--- src/hdl/pus_pkg.sv ---
package pus_pkg;

    // Register byte offsets on the APB slave.
    localparam logic [11:0] EXC_STATUS_OFS = 12'h000;
    localparam logic [11:0] GLB_STATUS_OFS = 12'h004;
    localparam logic [11:0] CTRL_OFS = 12'h008;
    localparam logic [11:0] SEQ_STATE_OFS = 12'h00c;

    // Field positions of the cause flags and control bits.
    localparam int EXC_PWRUP_BIT = 15;
    localparam int EXC_WDOG_BIT = 13;
    localparam int EXC_SELFTEST_BIT = 5;
    localparam int EXC_SW_BIT = 4;
    localparam int EXC_EXT_BIT = 3;
    localparam int GLB_OSC_BIT = 0;
    localparam int GLB_SLIP_LO_BIT = 8;
    localparam int GLB_SLIP_HI_BIT = 9;
    localparam int CTRL_SWRST_BIT = 0;
    localparam int CTRL_LOWPWR_BIT = 1;

    // Implemented bits of each status word and reset values.
    localparam logic [15:0] EXC_MASK = 16'ha038;
    localparam logic [15:0] GLB_MASK = 16'h0301;
    localparam logic [15:0] FLAGS_RESET = 16'h0000;
    localparam logic CTRL_LOWPWR_RESET = 1'b0;

    // Clock period and documented filter windows, in nanoseconds.
    localparam int CLK_PERIOD_NS = 40;
    localparam int SUP_GLITCH_MIN_NS = 250;
    localparam int SUP_GLITCH_MAX_NS = 1000;
    localparam int PIN_FILT_MIN_NS = 475;
    localparam int PIN_FILT_MAX_NS = 2000;

    // Filter lengths: least times rounded up to whole cycles.
    localparam logic [4:0] SUP_FILT_CYC =
        5'((SUP_GLITCH_MIN_NS + CLK_PERIOD_NS - 1) / CLK_PERIOD_NS);
    localparam logic [4:0] PIN_FILT_CYC =
        5'((PIN_FILT_MIN_NS + CLK_PERIOD_NS - 1) / CLK_PERIOD_NS);

    // Power-up phase lengths and reset pin hold times, in cycles.
    localparam logic [11:0] OSC_CYC = 12'd1032;
    localparam logic [11:0] FUSE_CYC = 12'd1160;
    localparam logic [11:0] PUMP_CYC = 12'd688;
    localparam logic [11:0] BANK_CYC = 12'd617;
    localparam logic [11:0] POR_HOLD_CYC = 12'd2256;
    localparam logic [5:0] WARM_VCLK_CYC = 6'd32;

    // First fetch address after the CPU reset is released.
    localparam logic [31:0] BOOT_ADDR = 32'h00000000;

    // Filter channel indices.
    localparam int FLT_CORE = 0;
    localparam int FLT_IO = 1;
    localparam int FLT_COLD = 2;
    localparam int FLT_WARM = 3;

    // Sequencer states.
    typedef enum logic [2:0] {
        ST_POR,
        ST_OSC,
        ST_FUSE,
        ST_PUMP,
        ST_BANK,
        ST_RUN,
        ST_WARM
    } pus_seq_type;

    // APB request from the master.
    typedef struct packed {
        logic psel;
        logic penable;
        logic pwrite;
        logic [11:0] paddr;
        logic [31:0] pwdata;
    } pus_apb_req_type;

    // APB answer to the master.
    typedef struct packed {
        logic [31:0] prdata;
        logic pready;
        logic pslverr;
    } pus_apb_rsp_type;

    // Reset request sources inside the chip, active high.
    typedef struct packed {
        logic osc_fail;
        logic pll_slip;
        logic watchdog;
        logic debug_reset;
        logic self_test_reset;
    } pus_evt_type;

endpackage : pus_pkg

--- src/hdl/pus_sequencer.sv ---
`timescale 1ns/1ps
module pus_sequencer #(
    parameter logic [7:0] VCLK_DIV = 8'd1
) (
    input wire logic pclk,
    input wire logic presetn,
    input wire pus_pkg::pus_apb_req_type apb_req,
    output pus_pkg::pus_apb_rsp_type apb_rsp,
    input wire logic core_supply_ok,
    input wire logic io_supply_ok,
    input wire logic cold_reset_pin_n,
    input wire logic warm_reset_pin_n_i,
    output logic warm_reset_pin_n_o,
    output logic warm_reset_pin_n_oe,
    input wire pus_pkg::pus_evt_type reset_evt,
    output logic core_power_good,
    output logic io_power_good,
    output logic core_isolate,
    output logic io_isolate,
    output logic pins_hiz,
    output logic por_int,
    output logic cpu_reset_n,
    output logic [31:0] cpu_boot_addr
);
    import pus_pkg::*;

    // Whole state of the block, registered in one place.
    typedef struct packed {
        pus_seq_type st;
        logic [11:0] phase_cnt;
        logic [11:0] hold_cnt;
        logic [5:0] warm_cnt;
        logic [7:0] vdiv_cnt;
        logic [3:0][4:0] filt_cnt;
        logic [3:0] filt_lvl;
        logic warm_prev;
        logic [15:0] exc_flags;
        logic [15:0] glb_flags;
        logic low_pwr;
        logic sw_req;
        logic [31:0] prdata;
    } pus_state_type;

    pus_state_type state_reg;
    pus_state_type state_next;

    // Decoded bus strobes.
    logic apb_setup;
    logic apb_write;
    logic addr_hit;
    // Power-on reset seen from the filtered levels.
    logic por_now;
    // Warm pin drive request, from registered state only.
    logic pin_drive;
    // Peripheral clock enable pulse.
    logic vclk_en;
    // Any warm reset cause in this cycle.
    logic warm_evt;
    logic ext_evt;
    logic [3:0] filt_raw;
    logic [15:0] exc_set;
    logic [15:0] glb_set;
    logic [15:0] exc_clr;
    logic [15:0] glb_clr;

    // Bus decode; the slave never inserts wait states.
    assign apb_setup = apb_req.psel && !apb_req.penable;
    assign apb_write = apb_req.psel && apb_req.penable && apb_req.pwrite;
    assign addr_hit = (apb_req.paddr == EXC_STATUS_OFS) || (apb_req.paddr == GLB_STATUS_OFS)
        || (apb_req.paddr == CTRL_OFS) || (apb_req.paddr == SEQ_STATE_OFS);

    // Power-on reset covers both supplies and the filtered cold pin.
    assign por_now = !state_reg.filt_lvl[FLT_CORE] || !state_reg.filt_lvl[FLT_IO]
        || !state_reg.filt_lvl[FLT_COLD];

    // The pin stays low through reset, the cold hold and any warm pulse.
    assign pin_drive = (state_reg.st == ST_POR) || (state_reg.st == ST_WARM)
        || (state_reg.hold_cnt < POR_HOLD_CYC);

    // Comparator samples; low power mode masks the supply monitor.
    assign filt_raw[FLT_CORE] = core_supply_ok || state_reg.low_pwr;
    assign filt_raw[FLT_IO] = io_supply_ok || state_reg.low_pwr;
    assign filt_raw[FLT_COLD] = cold_reset_pin_n;
    assign filt_raw[FLT_WARM] = warm_reset_pin_n_i;

    // An outside low on the warm pin counts only while we release it.
    assign ext_evt = state_reg.warm_prev && !state_reg.filt_lvl[FLT_WARM] && !pin_drive;

    assign warm_evt = reset_evt.osc_fail || reset_evt.pll_slip || reset_evt.watchdog
        || reset_evt.debug_reset || reset_evt.self_test_reset || state_reg.sw_req || ext_evt;

    // Cause flags; watchdog and debug reset share one bit, a PLL slip sets two.
    always_comb
    begin
        exc_set = 16'h0000;
        glb_set = 16'h0000;
        exc_set[EXC_PWRUP_BIT] = por_now;
        exc_set[EXC_WDOG_BIT] = reset_evt.watchdog || reset_evt.debug_reset;
        exc_set[EXC_SELFTEST_BIT] = reset_evt.self_test_reset;
        exc_set[EXC_SW_BIT] = state_reg.sw_req;
        exc_set[EXC_EXT_BIT] = ext_evt;
        glb_set[GLB_OSC_BIT] = reset_evt.osc_fail;
        glb_set[GLB_SLIP_LO_BIT] = reset_evt.pll_slip;
        glb_set[GLB_SLIP_HI_BIT] = reset_evt.pll_slip;
        exc_clr = 16'h0000;
        glb_clr = 16'h0000;
        // Software clears a flag by writing a one to it.
        if (apb_write && apb_req.paddr == EXC_STATUS_OFS)
        begin
            exc_clr = apb_req.pwdata[15:0] & EXC_MASK;
        end
        if (apb_write && apb_req.paddr == GLB_STATUS_OFS)
        begin
            glb_clr = apb_req.pwdata[15:0] & GLB_MASK;
        end
    end

    // Next-state logic for filters, sequencer, flags and bus.
    always_comb
    begin
        state_next = state_reg;
        vclk_en = 1'b0;

        // Each filter flips only after its input differs for the full length.
        for (int i = 0; i < 4; i++)
        begin
            if (filt_raw[i] == state_reg.filt_lvl[i])
            begin
                state_next.filt_cnt[i] = 5'h00;
            end
            else if (state_reg.filt_cnt[i] == ((i < 2) ? SUP_FILT_CYC : PIN_FILT_CYC) - 5'h01)
            begin
                state_next.filt_lvl[i] = filt_raw[i];
                state_next.filt_cnt[i] = 5'h00;
            end
            else
            begin
                state_next.filt_cnt[i] = state_reg.filt_cnt[i] + 5'h01;
            end
        end
        state_next.warm_prev = state_reg.filt_lvl[FLT_WARM];

        // Peripheral clock divider, used to time warm reset pulses.
        if (state_reg.vdiv_cnt >= VCLK_DIV - 8'h01)
        begin
            state_next.vdiv_cnt = 8'h00;
            vclk_en = 1'b1;
        end
        else
        begin
            state_next.vdiv_cnt = state_reg.vdiv_cnt + 8'h01;
        end

        // Cold hold counter runs from the release of power-on reset.
        if (state_reg.st == ST_POR)
        begin
            state_next.hold_cnt = 12'h000;
        end
        else if (state_reg.hold_cnt < POR_HOLD_CYC)
        begin
            state_next.hold_cnt = state_reg.hold_cnt + 12'h001;
        end

        // Power-up sequencer; power-on reset wins over every phase.
        state_next.phase_cnt = state_reg.phase_cnt + 12'h001;
        if (por_now)
        begin
            state_next.st = ST_POR;
            state_next.phase_cnt = 12'h000;
        end
        else
        begin
            case (state_reg.st)
                ST_POR:
                begin
                    // Supplies good and cold pin released: start the oscillator.
                    state_next.st = ST_OSC;
                    state_next.phase_cnt = 12'h000;
                end
                ST_OSC:
                begin
                    if (state_reg.phase_cnt == OSC_CYC - 12'h001)
                    begin
                        state_next.st = ST_FUSE;
                        state_next.phase_cnt = 12'h000;
                    end
                end
                ST_FUSE:
                begin
                    if (state_reg.phase_cnt == FUSE_CYC - 12'h001)
                    begin
                        state_next.st = ST_PUMP;
                        state_next.phase_cnt = 12'h000;
                    end
                end
                ST_PUMP:
                begin
                    if (state_reg.phase_cnt == PUMP_CYC - 12'h001)
                    begin
                        state_next.st = ST_BANK;
                        state_next.phase_cnt = 12'h000;
                    end
                end
                ST_BANK:
                begin
                    if (state_reg.phase_cnt == BANK_CYC - 12'h001)
                    begin
                        state_next.st = ST_RUN;
                        state_next.phase_cnt = 12'h000;
                    end
                end
                ST_RUN:
                begin
                    // Causes during the power-up phases only leave a flag.
                    state_next.phase_cnt = 12'h000;
                    if (warm_evt)
                    begin
                        state_next.st = ST_WARM;
                        state_next.warm_cnt = 6'h00;
                    end
                end
                ST_WARM:
                begin
                    // A new cause restarts the pulse so it never ends early.
                    state_next.phase_cnt = 12'h000;
                    if (warm_evt)
                    begin
                        state_next.warm_cnt = 6'h00;
                    end
                    else if (vclk_en && state_reg.warm_cnt == WARM_VCLK_CYC - 6'h01)
                    begin
                        state_next.st = ST_RUN;
                    end
                    else if (vclk_en)
                    begin
                        state_next.warm_cnt = state_reg.warm_cnt + 6'h01;
                    end
                end
                default:
                begin
                    state_next.st = ST_POR;
                end
            endcase
        end

        // Sticky flags: a set in the clearing cycle wins.
        state_next.exc_flags = (state_reg.exc_flags & ~exc_clr) | exc_set;
        state_next.glb_flags = (state_reg.glb_flags & ~glb_clr) | glb_set;

        // Control register; the software reset bit is a one-shot request.
        state_next.sw_req = 1'b0;
        if (apb_write && apb_req.paddr == CTRL_OFS)
        begin
            state_next.low_pwr = apb_req.pwdata[CTRL_LOWPWR_BIT];
            state_next.sw_req = apb_req.pwdata[CTRL_SWRST_BIT];
        end

        // Read data is captured in the setup cycle for the access phase.
        if (apb_setup)
        begin
            case (apb_req.paddr)
                EXC_STATUS_OFS:
                begin
                    state_next.prdata = {16'h0000, state_reg.exc_flags};
                end
                GLB_STATUS_OFS:
                begin
                    state_next.prdata = {16'h0000, state_reg.glb_flags};
                end
                CTRL_OFS:
                begin
                    state_next.prdata = {30'h00000000, state_reg.low_pwr, 1'b0};
                end
                SEQ_STATE_OFS:
                begin
                    state_next.prdata = {20'h00000, state_reg.filt_lvl[FLT_IO],
                        state_reg.filt_lvl[FLT_CORE], pin_drive,
                        (state_reg.st == ST_RUN), 5'h00, state_reg.st};
                end
                default:
                begin
                    // Unmapped addresses read as zero and answer with an error.
                    state_next.prdata = 32'h00000000;
                end
            endcase
        end
    end

    // State register; everything starts in power-on reset with the pin driven.
    always_ff @(posedge pclk or negedge presetn)
    begin
        if (!presetn)
        begin
            state_reg <= '{st: ST_POR, phase_cnt: 12'h000, hold_cnt: 12'h000,
                warm_cnt: 6'h00, vdiv_cnt: 8'h00, filt_cnt: 20'h00000, filt_lvl: 4'h0,
                warm_prev: 1'b0, exc_flags: FLAGS_RESET, glb_flags: FLAGS_RESET,
                low_pwr: CTRL_LOWPWR_RESET, sw_req: 1'b0, prdata: 32'h00000000};
        end
        else
        begin
            state_reg <= state_next;
        end
    end

    // Pins float at once on a bad core supply outside low power mode, with no clock involved.
    assign pins_hiz = !core_supply_ok && !state_reg.low_pwr;
    // Open drain: the output value is always low, only the enable moves.
    assign warm_reset_pin_n_o = 1'b0;
    assign warm_reset_pin_n_oe = pin_drive;
    assign core_power_good = state_reg.filt_lvl[FLT_CORE];
    assign io_power_good = state_reg.filt_lvl[FLT_IO];
    // Either supply missing isolates both sides, so ramp order is free.
    assign core_isolate = !(state_reg.filt_lvl[FLT_CORE] && state_reg.filt_lvl[FLT_IO]);
    assign io_isolate = core_isolate;
    assign por_int = por_now;
    assign cpu_reset_n = (state_reg.st == ST_RUN);
    assign cpu_boot_addr = BOOT_ADDR;
    assign apb_rsp.prdata = state_reg.prdata;
    assign apb_rsp.pready = 1'b1;
    assign apb_rsp.pslverr = apb_req.psel && apb_req.penable && !addr_hit;
endmodule : pus_sequencer

--- config.mk ---
export PLATFORM = sky130hd
export DESIGN_NAME = pus_sequencer
export DESIGN_NICKNAME = d
export VERILOG_FILES = /design/src/hdl/pus_pkg.sv /design/src/hdl/pus_sequencer.sv
export SDC_FILE = /design/constraint.sdc
export NUM_CORES = 1
export LEC_CHECK = 0
export ABC_AREA = 1
export ABC_CLOCK_PERIOD_IN_PS = 3700
export BUFFER_PORTS_ARGS = -buffer_cell sky130_fd_sc_hd__buf_2
export CAP_MARGIN = 15
export CORE_ASPECT_RATIO = 0.8
export CORE_MARGIN = 2
export CORE_UTILIZATION = 57
export CTS_CLUSTER_DIAMETER = 150
export CTS_CLUSTER_SIZE = 25
export DETAILED_ROUTE_END_ITERATION = 7
export PLACE_DENSITY = 0.86
export SLEW_MARGIN = 15
export SYNTH_ARGS = -nofsm -noshare
export SYNTH_HDL_FRONTEND = slang
export SYNTH_SLANG_ARGS = --single-unit
--- constraint.sdc ---
create_clock -name pclk -period 3.7 [get_ports pclk]
set_input_delay 0.37 -clock pclk [delete_from_list [all_inputs] [get_ports pclk]]
set_output_delay 0.37 -clock pclk [all_outputs]
set_load 0.005 [all_outputs]
; ---- After elaboration in Yosys (flattened, before gate mapping)
; Index checks and enable logic that the tools add are counted.
[totals]
ram_bits = 0
reg_bits = 132
output_inout_bits = 75
input_bits = 58
n_memories = 0
latch_bits = 0
elab_cells = 152
rom_bits = 0
[op_classes]
div_mod_pow = 0
n_lt_le_gt_ge = 2
muxes = 31
shift = 0
multipliers = 0
eq_ne = 32
reduce_logical = 49
add_sub_neg = 8
bitwise = 11
[ops]
columns = op, n
row1 = 15-bit two-way mux, 5
row2 = 16-bit case mux with 4 select lines, 1
row3 = 12-bit case mux with 5 select lines, 1
row4 = 5-bit two-way mux, 8
row5 = 16-bit AND, 2
row6 = 12-bit by 1-bit adder with 12-bit output (second input constant), 2
row7 = 12-bit by 10-bit == test with 1-bit output (second input constant), 2
row8 = 12-bit by 11-bit == test with 1-bit output (second input constant), 2
row9 = 12-bit by 4-bit == test with 1-bit output (second input constant), 2
row10 = 12-bit two-way mux, 2
row11 = 6-bit two-way mux, 4
row12 = 3-bit inequality test (second input constant), 7
row13 = 3-bit case mux with 7 select lines, 1
row14 = 5-bit by 1-bit adder with 5-bit output (second input constant), 4
row15 = 1-bit logical OR, 16
row16 = 16-bit two-way mux, 1
row17 = 10-bit inverter with 16-bit output, 1
row18 = 16-bit inverter, 1
row19 = 16-bit by 10-bit OR with 16-bit output, 1
row20 = 16-bit OR, 1
row21 = 12-bit by 3-bit == test with 1-bit output (second input constant), 1
row22 = 1-bit logical AND, 12
row23 = 12-bit zero test, 1
row24 = 12-bit < comparator (second input constant), 1
row25 = 25 further kinds, 54

; ---- Logic depth before layout (Yosys ltp)
; Gate-level depths: netlist of the first run.
[depth]
word_depth = 9
ltp_mapped = 12
mapped_depth_nobuf = 11

; ---- Least setup slack after synthesis of the first run
; No wires, ideal clock.
[synth_path]
kind = register to register
from = register state_reg[117] in the netlist's numbering
to = register state_reg[121] in the netlist's numbering
synth_period_minus_slack_ps = 1481
stages_incl_launch_ff = 12
path_slack_ps = 2219
arrival_time_ps = 1361
path_cell_list = dfrtp_1 ha_1 nand3_1 nor2_1 nand3_1 nand2_1 nand2_1 nor2_1 nand2_1 nand2_2 buf_6 nor2_1
[synth_lines]
columns = element, line
row1 = "start, declared", pus_sequencer.sv:44  ; pus_state_type state_reg;
row2 = "start signal, assigned", pus_sequencer.sv:294  ; state_reg <= '{st: ST_POR, phase_cnt: 12'h000, hold_cnt: 12'h000,
row3 = "start signal, assigned", pus_sequencer.sv:301  ; state_reg <= state_next;

; ---- Final worst setup path of the first run
[layout_path]
from = register state_reg[131] in the netlist's numbering
to = output warm_reset_pin_n_oe
[layout_between]
elab_chain_len = 3
[layout_lines]
columns = element, line
row1 = 3-bit == test or 3-bit zero test (tied branches), pus_sequencer.sv:77  ; assign pin_drive = (state_reg.st == ST_POR) || (state_reg.st == ST_WARM)
row2 = 1-bit logical OR *, pus_sequencer.sv:77
row3 = 1-bit logical OR *, pus_sequencer.sv:78  ; || (state_reg.hold_cnt < POR_HOLD_CYC);
row4 = "end, declared", pus_sequencer.sv:14  ; output logic warm_reset_pin_n_oe,
; Every way passes the cells marked *; elsewhere a longest branch is shown, timed or not.

==> reports/metrics.cfg, run 1 <==
[run_status]
status = finished, final reports clean

[clock_network]
clk_latency_ns = 0.36
cts_root_buf = clkbuf_8
cts_num_sinks = 80
cts_tree = done
cts-hold-fix-buffers = 0
ctsHtreeMaxLevel = 3
cts_setup_buffers = 0
clockBufferDepth = 2
cts_inserted_buffers = 9
clk_pin_slew_worst_paths_ns = 0.09
cts_resized = 0

[pwr]
power.clock.fraction_pct = 30.8
p_leak_nw = 2.56
intPower_mw = 1.33
seqPwrFrac_pct = 50.2
power_mw = 2.00
switching_share_pct = 33.3
vdd_drop_max_uv = 180
powerDensity_mw_per_mm2 = 395
switching_power_mw = 0.666
comb_power_share_pct = 19.0

[global_route]
grt_use_total_pct = 21.6
grt_first_pass_wirelength_mm = 15.9
grt_pass1_vias = 3657
antenna_found_initial = 0
grt_max_degree = 81
grt_overflow = 0

[critical_path]
path_buf_inv = 3
crit_fanout = 12
crit_family = simple AND/OR/NAND/NOR gates
crit_path_max_incr_delay_ns = 0.58
startpoint_type = flip-flop
required_ns = 3.33
crit_arrival_ns = 1.84
critPathKind = flip-flop to primary output
ff2ff_setup_slack_ns = 1.84
end_kind = primary output
crit_path_top_delay_cell = dfrtp_1
crit_path_cell_trace = inv_2 > nand3_2 > nand2_2 > nor2_1 > inv_1 > buf_2

[timing]
finalWorstSetupSlack_ns = 1.49
rsz0062_at_grt = no
period_needed_ns = 2.21
fin_crit_sh_pct = 59.7
finalSetupViolCount = 0
fmax_mhz = 453
worstMarginPinSlew_ns = 1.00
final_hold_viol_count = 0
clock_skew_ns = 0.0114
max-slew-margin-rel_pct = 33.4
fin_tns_setup_ns = 0
drv_slew = 0

[die]
io_pins = 133
initial_core_util_pct = 59.6
die_area_sq_mm = 0.00918
num_rows = 29
die_h_um = 86.1
chipWidth_um = 107
core_area_sq_mm = 0.00806

[run]
maxCapViolCount = 0

[routing]
avgRoutedWirePerCell_um = 12.6
first_pass_iters = 5
final_antenna_net_count = 0
vias = 3838
drc = 0
post_drt_via_cell_ratio = 5.08
routed_wl_mm = 9.48
first_iter_violations = 211

[layout]
layout.nets = 710
drive_above_1_share_pct = 16.7
antenna_cells = 0
largest_reg_flops = 64
fin_util_pct = 62.8
area_growth_pct = 5.45
final_area_sq_mm = 0.00506

[synthesis]
netlist_area_sq_mm = 0.00480
yosys.cell_types.count = 39
avgSynthCellArea_sq_um = 8.05
ys_seq_area_share_pct = 41.7
ys_ff_latch = 80
synth_cells = 596
yosys_warnings = 0

[placed_design]
dp_hpwl_mm = 7.11
post-place-ws_ns = 1.87
dpl_cell_area_sq_mm = 0.00487
place_congestion = 0.865
portBuffers = 55

[worst_hold_path]
hp-class = input pin to asynchronous set/reset pin

-- through the flow --
| step | cells | hold WS [ns] |
|---|---|---|
| floorplan | 648 | 0.0744 |
| global placement | 739 | 0.428 |
| detailed placement | 739 | 0.445 |
| CTS | 755 | 0.204 |
| global route | 755 | 0.210 |
| finish | 755 | 0.187 |
-- power by group through the flow --
stage	sequential [mW]	combinational (mW)	clock, mW
floorplan	1.01	0.310	0
CTS	1.00	0.379	0.623
global route	1.01	0.433	0.662
finish	1.00	0.379	0.615
global placement	1.01	0.360	0
detailed placement	1.02	0.376	0
-- Yosys cell counts (all sizes together) --
master	n	area [sq um]
a31oi	2	12.5
nor4	1	6.26
xnor2	7	61.3
mux2	3	33.8
ha	10	125
conb	2	7.51
nand2	119	479
o21ai	22	110
buf	71	529
a211o	1	8.76
inv	64	240
nand4	13	81.3
dfrtp	80	2000
nor2	79	322
clkinv	1	3.75
nor3	27	171
a22o	1	8.76
and3	1	6.26
clkbuf	1	3.75
o22ai	3	18.8
a21oi	6	33.8
nand3	58	330
o21a	1	7.51
nand3b	1	7.51
o31ai	3	22.5
xor2	19	166
-- cell usage in the layout (no fill, tap or decap), types with 2 or more instances in the layout --
master      count
nor3_1         21
clkinvlp_4      2
clkbuf_8       10
conb_1         54
a31oi_1         2
nor3_2          5
inv_2           7
o31ai_1         3
nand4_1        13
o21ai_0        17
nand3_2         3
nand2_2         4
a21oi_1         5
inv_6           2
mux2_2          3
o22ai_1         3
o21ai_1         5
buf_2          54
ha_1           10
dfrtp_1        80
nor2_2          7
nand3_4         2
nand2_1       112
nand3_1        53
xor2_1         19
nand2_4         3
inv_1          57
xnor2_1         7
nor2_1         71
-- worst paths after layout --
kind	start	endpoint	depth (start not counted)
setup reg to reg	state_reg[131]	state_reg[130]	10
min in group pclk	reset_evt[0]	state_reg[55]	3
hold reg to reg	state_reg[86]	state_reg[86]	1
setup / recovery	state_reg[131]	warm_reset_pin_n_oe	6
hold / removal	presetn	state_reg[122]	1
max in group asynchronous	presetn	apb_rsp[3]	1
-- cell families (layout without fill, tap and decap cells) --
group | Yosys count | after routing | synth area share [%]
compound gates | 39 | 39 | 4.64
xor+xnor | 26 | 26 | 4.74
fa+ha+maj | 10 | 10 | 2.61
buf+inv | 137 | 136 | 16.2
flops | 80 | 80 | 41.7
mux | 3 | 3 | 0.704
other cells | 2 | 54 | 0.156
simple gates | 299 | 299 | 29.2
-- layer usage --
layer | share of wire [%] | global-route usage (%) | wire length (um)
met3 | 6.6 | 5.17 | 627
met1 | 43 | 27.1 | 4100
met5 | 0 | 0 | 0
met4 | 0.85 | 6.38 | 81
met2 | 49 | 37.2 | 4670
-- cell type report --
type / count / area (sq um)
clock buffer: 10 / 138
fill: 663 / 2990
timing repair buffer: 55 / 278
sequential: 80 / 2000
inverter: 65 / 244
tap: 108 / 135
multi-input combinational: 431 / 2220
clock inverter: 6 / 48.8
(Power assumes the default switching activity.)
==> inputs of run 2 (changes only) <==
- ABC_CLOCK_PERIOD_IN_PS: 3700 -> 1800
- CORE_UTILIZATION: 57 -> 48
- PLACE_DENSITY: 0.86 -> 0.77
- clock period: 3.7 -> 1.8 ns (I/O delays scaled with it)
==> run 2 against run 1 <==
Routed wire length rose by 5.2%. Clock power increased to 3.2 times the previous value. Sequential share of layout area fell by 2.6 points. Combinational power rose by 130%. Critical path type unchanged. Largest power group unchanged. Highest routed layer unchanged.
==> reports/metrics.cfg, run 2 (synthesis results as in run 1) <==
[run_status]
status = finished, final reports clean  ; unchanged

[layout]
area_growth_pct = 12.9  ; was 5.45%
drive_above_1_share_pct = 20.2  ; was 16.7%
antenna_cells = 0  ; unchanged
final_common_cell = nand2_1  ; unchanged
final_cells = 798  ; was 755
layout.nets = 725  ; was 710
most-common-layout-cells = 110 x nand2_1, 79 x dfrtp_1, 66 x nor2_1, 55 x inv_1  ; was 112 x nand2_1, 80 x dfrtp_1, 71 x nor2_1, 57 x inv_1
largest_reg_flops = 64  ; unchanged

[clock_network]
cts_inserted_buffers = 9  ; unchanged
clockBufferDepth = 2  ; unchanged
clk_latency_ns = 0.33  ; was 0.36 ns
clk_pin_slew_worst_paths_ns = 0.06  ; was 0.09 ns
cts_tree = done  ; unchanged
ctsHtreeMaxLevel = 3  ; unchanged
cts_num_sinks = 80  ; unchanged
cts_root_buf = clkbuf_16  ; was clkbuf_8

[die]
initial_core_util_pct = 49.5  ; was 59.6%
core_area_sq_mm = 0.00969  ; was 0.00806 sq mm
num_rows = 32  ; was 29
io_pins = 133  ; unchanged
die_h_um = 93.4  ; was 86.1 um
die_area_sq_mm = 0.0108  ; was 0.00918 sq mm
chipWidth_um = 116  ; was 107 um

[routing]
first_iter_violations = 330  ; was 211
post_drt_via_cell_ratio = 4.97  ; was 5.08
drc = 0  ; unchanged
routed_wl_mm = 9.97  ; was 9.48 mm
final_antenna_net_count = 0  ; unchanged
avgRoutedWirePerCell_um = 12.5  ; was 12.6 um
vias = 3966  ; was 3838
first_pass_iters = 5  ; unchanged

[timing]
fin_crit_sh_pct = 98.1
worstMarginPinSlew_ns = 0.622  ; was 1.00 ns
drv_slew = 0  ; unchanged
fin_tns_setup_ns = 0  ; unchanged
period_needed_ns = 1.77
final_hold_viol_count = 0  ; unchanged
fmax_mhz = 566
clock_skew_ns = 0.00428  ; was 0.0114 ns
max-slew-margin-rel_pct = 58.5  ; was 33.4%
finalSetupViolCount = 0  ; unchanged

[placed_design]
dp_hpwl_mm = 7.38  ; was 7.11 mm
dp_cells = 774  ; was 739
place_congestion = 0.888  ; was 0.865
portBuffers = 55  ; unchanged

[pwr]
p_leak_nw = 2.72  ; was 2.56 nW
powerDensity_mw_per_mm2 = 906  ; was 395 mW/mm^2
power_mw = 4.91  ; was 2.00 mW
vdd_drop_max_uv = 402  ; was 180 uV

[worst_hold_path]
hp-class = input pin to flip-flop  ; was input pin to asynchronous set/reset pin

[critical_path]
crit_path_top_delay_cell = dfrtp_1  ; unchanged
path_buf_inv = 3  ; unchanged
end_kind = primary output  ; unchanged
required_ns = 1.62  ; was 3.33 ns
critPathKind = flip-flop to primary output  ; unchanged
startpoint_type = flip-flop  ; unchanged
crit_family = simple AND/OR/NAND/NOR gates  ; unchanged
crit_path_cell_trace = nand2_1 > nor2_1 > nand2_1 > nand2_4 > inv_2 > nor2_4 > inv_1 > buf_2  ; was inv_2 > nand3_2 > nand2_2 > nor2_1 > inv_1 > buf_2
crit_arrival_ns = 1.59  ; was 1.84 ns
crit_path_max_incr_delay_ns = 0.40  ; was 0.58 ns
crit_fanout = 6  ; was 12
cpMostUsedCell = nand2_1

[global_route]
grt_overflow = 0  ; unchanged
grt_max_degree = 51  ; was 81
grt_use_total_pct = 18.6  ; was 21.6%
antenna_found_initial = 0  ; unchanged
grt_pass1_vias = 3598  ; was 3657
grt_first_pass_wirelength_mm = 16.0  ; was 15.9 mm

[run]
maxCapViolCount = 0  ; unchanged

==> run 2: final timing paths <==
| check | from | endpoint | slack, ns | depth (start not counted) |
|---|---|---|---|---|
| min in group asynchronous | presetn | state_reg[53] | 0.41 | 2 |
| max in group asynchronous | presetn | state_reg[115] | 0.80 | 3 |
| min | reset_evt[0] | state_reg[55] | 0.06 | 3 |
| max reg2reg | state_reg[117] | state_reg[122] | 0.06 | 10 |
| max | state_reg[111] | warm_reset_pin_n_oe | 0.03 | 8 |
| min reg2reg | state_reg[86] | state_reg[86] | 0.45 | 1 |
==> run 2: per-stage QoR <==
stage / setup slack (ns) / hold slack [ns] / area [sq um] / util (%)
floorplan: 0.319 / -0.116 / 4990 / -
global placement: 0.137 / 0.241 / 4970 / 51.3
detailed placement: 0.0256 / 0.244 / 4970 / 51.3
CTS: 0.0158 / 0.0536 / 5330 / 55.0
global route: -0.0140 / 0.0728 / 5420 / 55.9
finish: 0.0343 / 0.0586 / 5420 / 55.9
==> run 2: routing by layer <==
metal  vias to the layer above  GRT usage [%]  wire length, um
met5                         -              0                0
met4                         0           6.55              140
met1                      1875           24.4             4430
met3                        13           3.76              533
met2                       157           30.8             4860
li1                       1921              -                -
==> run 2: worst reg2reg max path: cells and delay by family, from the launching register on <==
family / cells / cell delay (ns)
and+or+nand+nor: 9 / 1.05
DFF: 1 / 0.40
adders and majority gates: 1 / 0.17
==> run 2: where the power goes <==
| group | switching [mW] | internal (mW) |
|---|---|---|
| combinational | 0.568 | 0.311 |
| sequential | 0.144 | 1.93 |
| clock | 0.704 | 1.25 |
==> run 2: repair_timing <==
item,CTS,global route
setup endpoints to repair,2,16
gates resized for setup,4,14
setup buffers,1,5
cloned,0,1
pin swaps,0,5
endpoints found under the hold margin,49,0
hold buffers,1,0
==> run 2: layout make-up <==
type                            instances  area [sq um]
Multi-Input combinational cell        432          2280
Clock buffer                           11           243
Tap cell                              136           170
Inverter                               65           244
Sequential cell                        80          2000
Fill cell                             869          4270
Timing Repair Buffer                   69           398
Clock inverter                          5          78.8
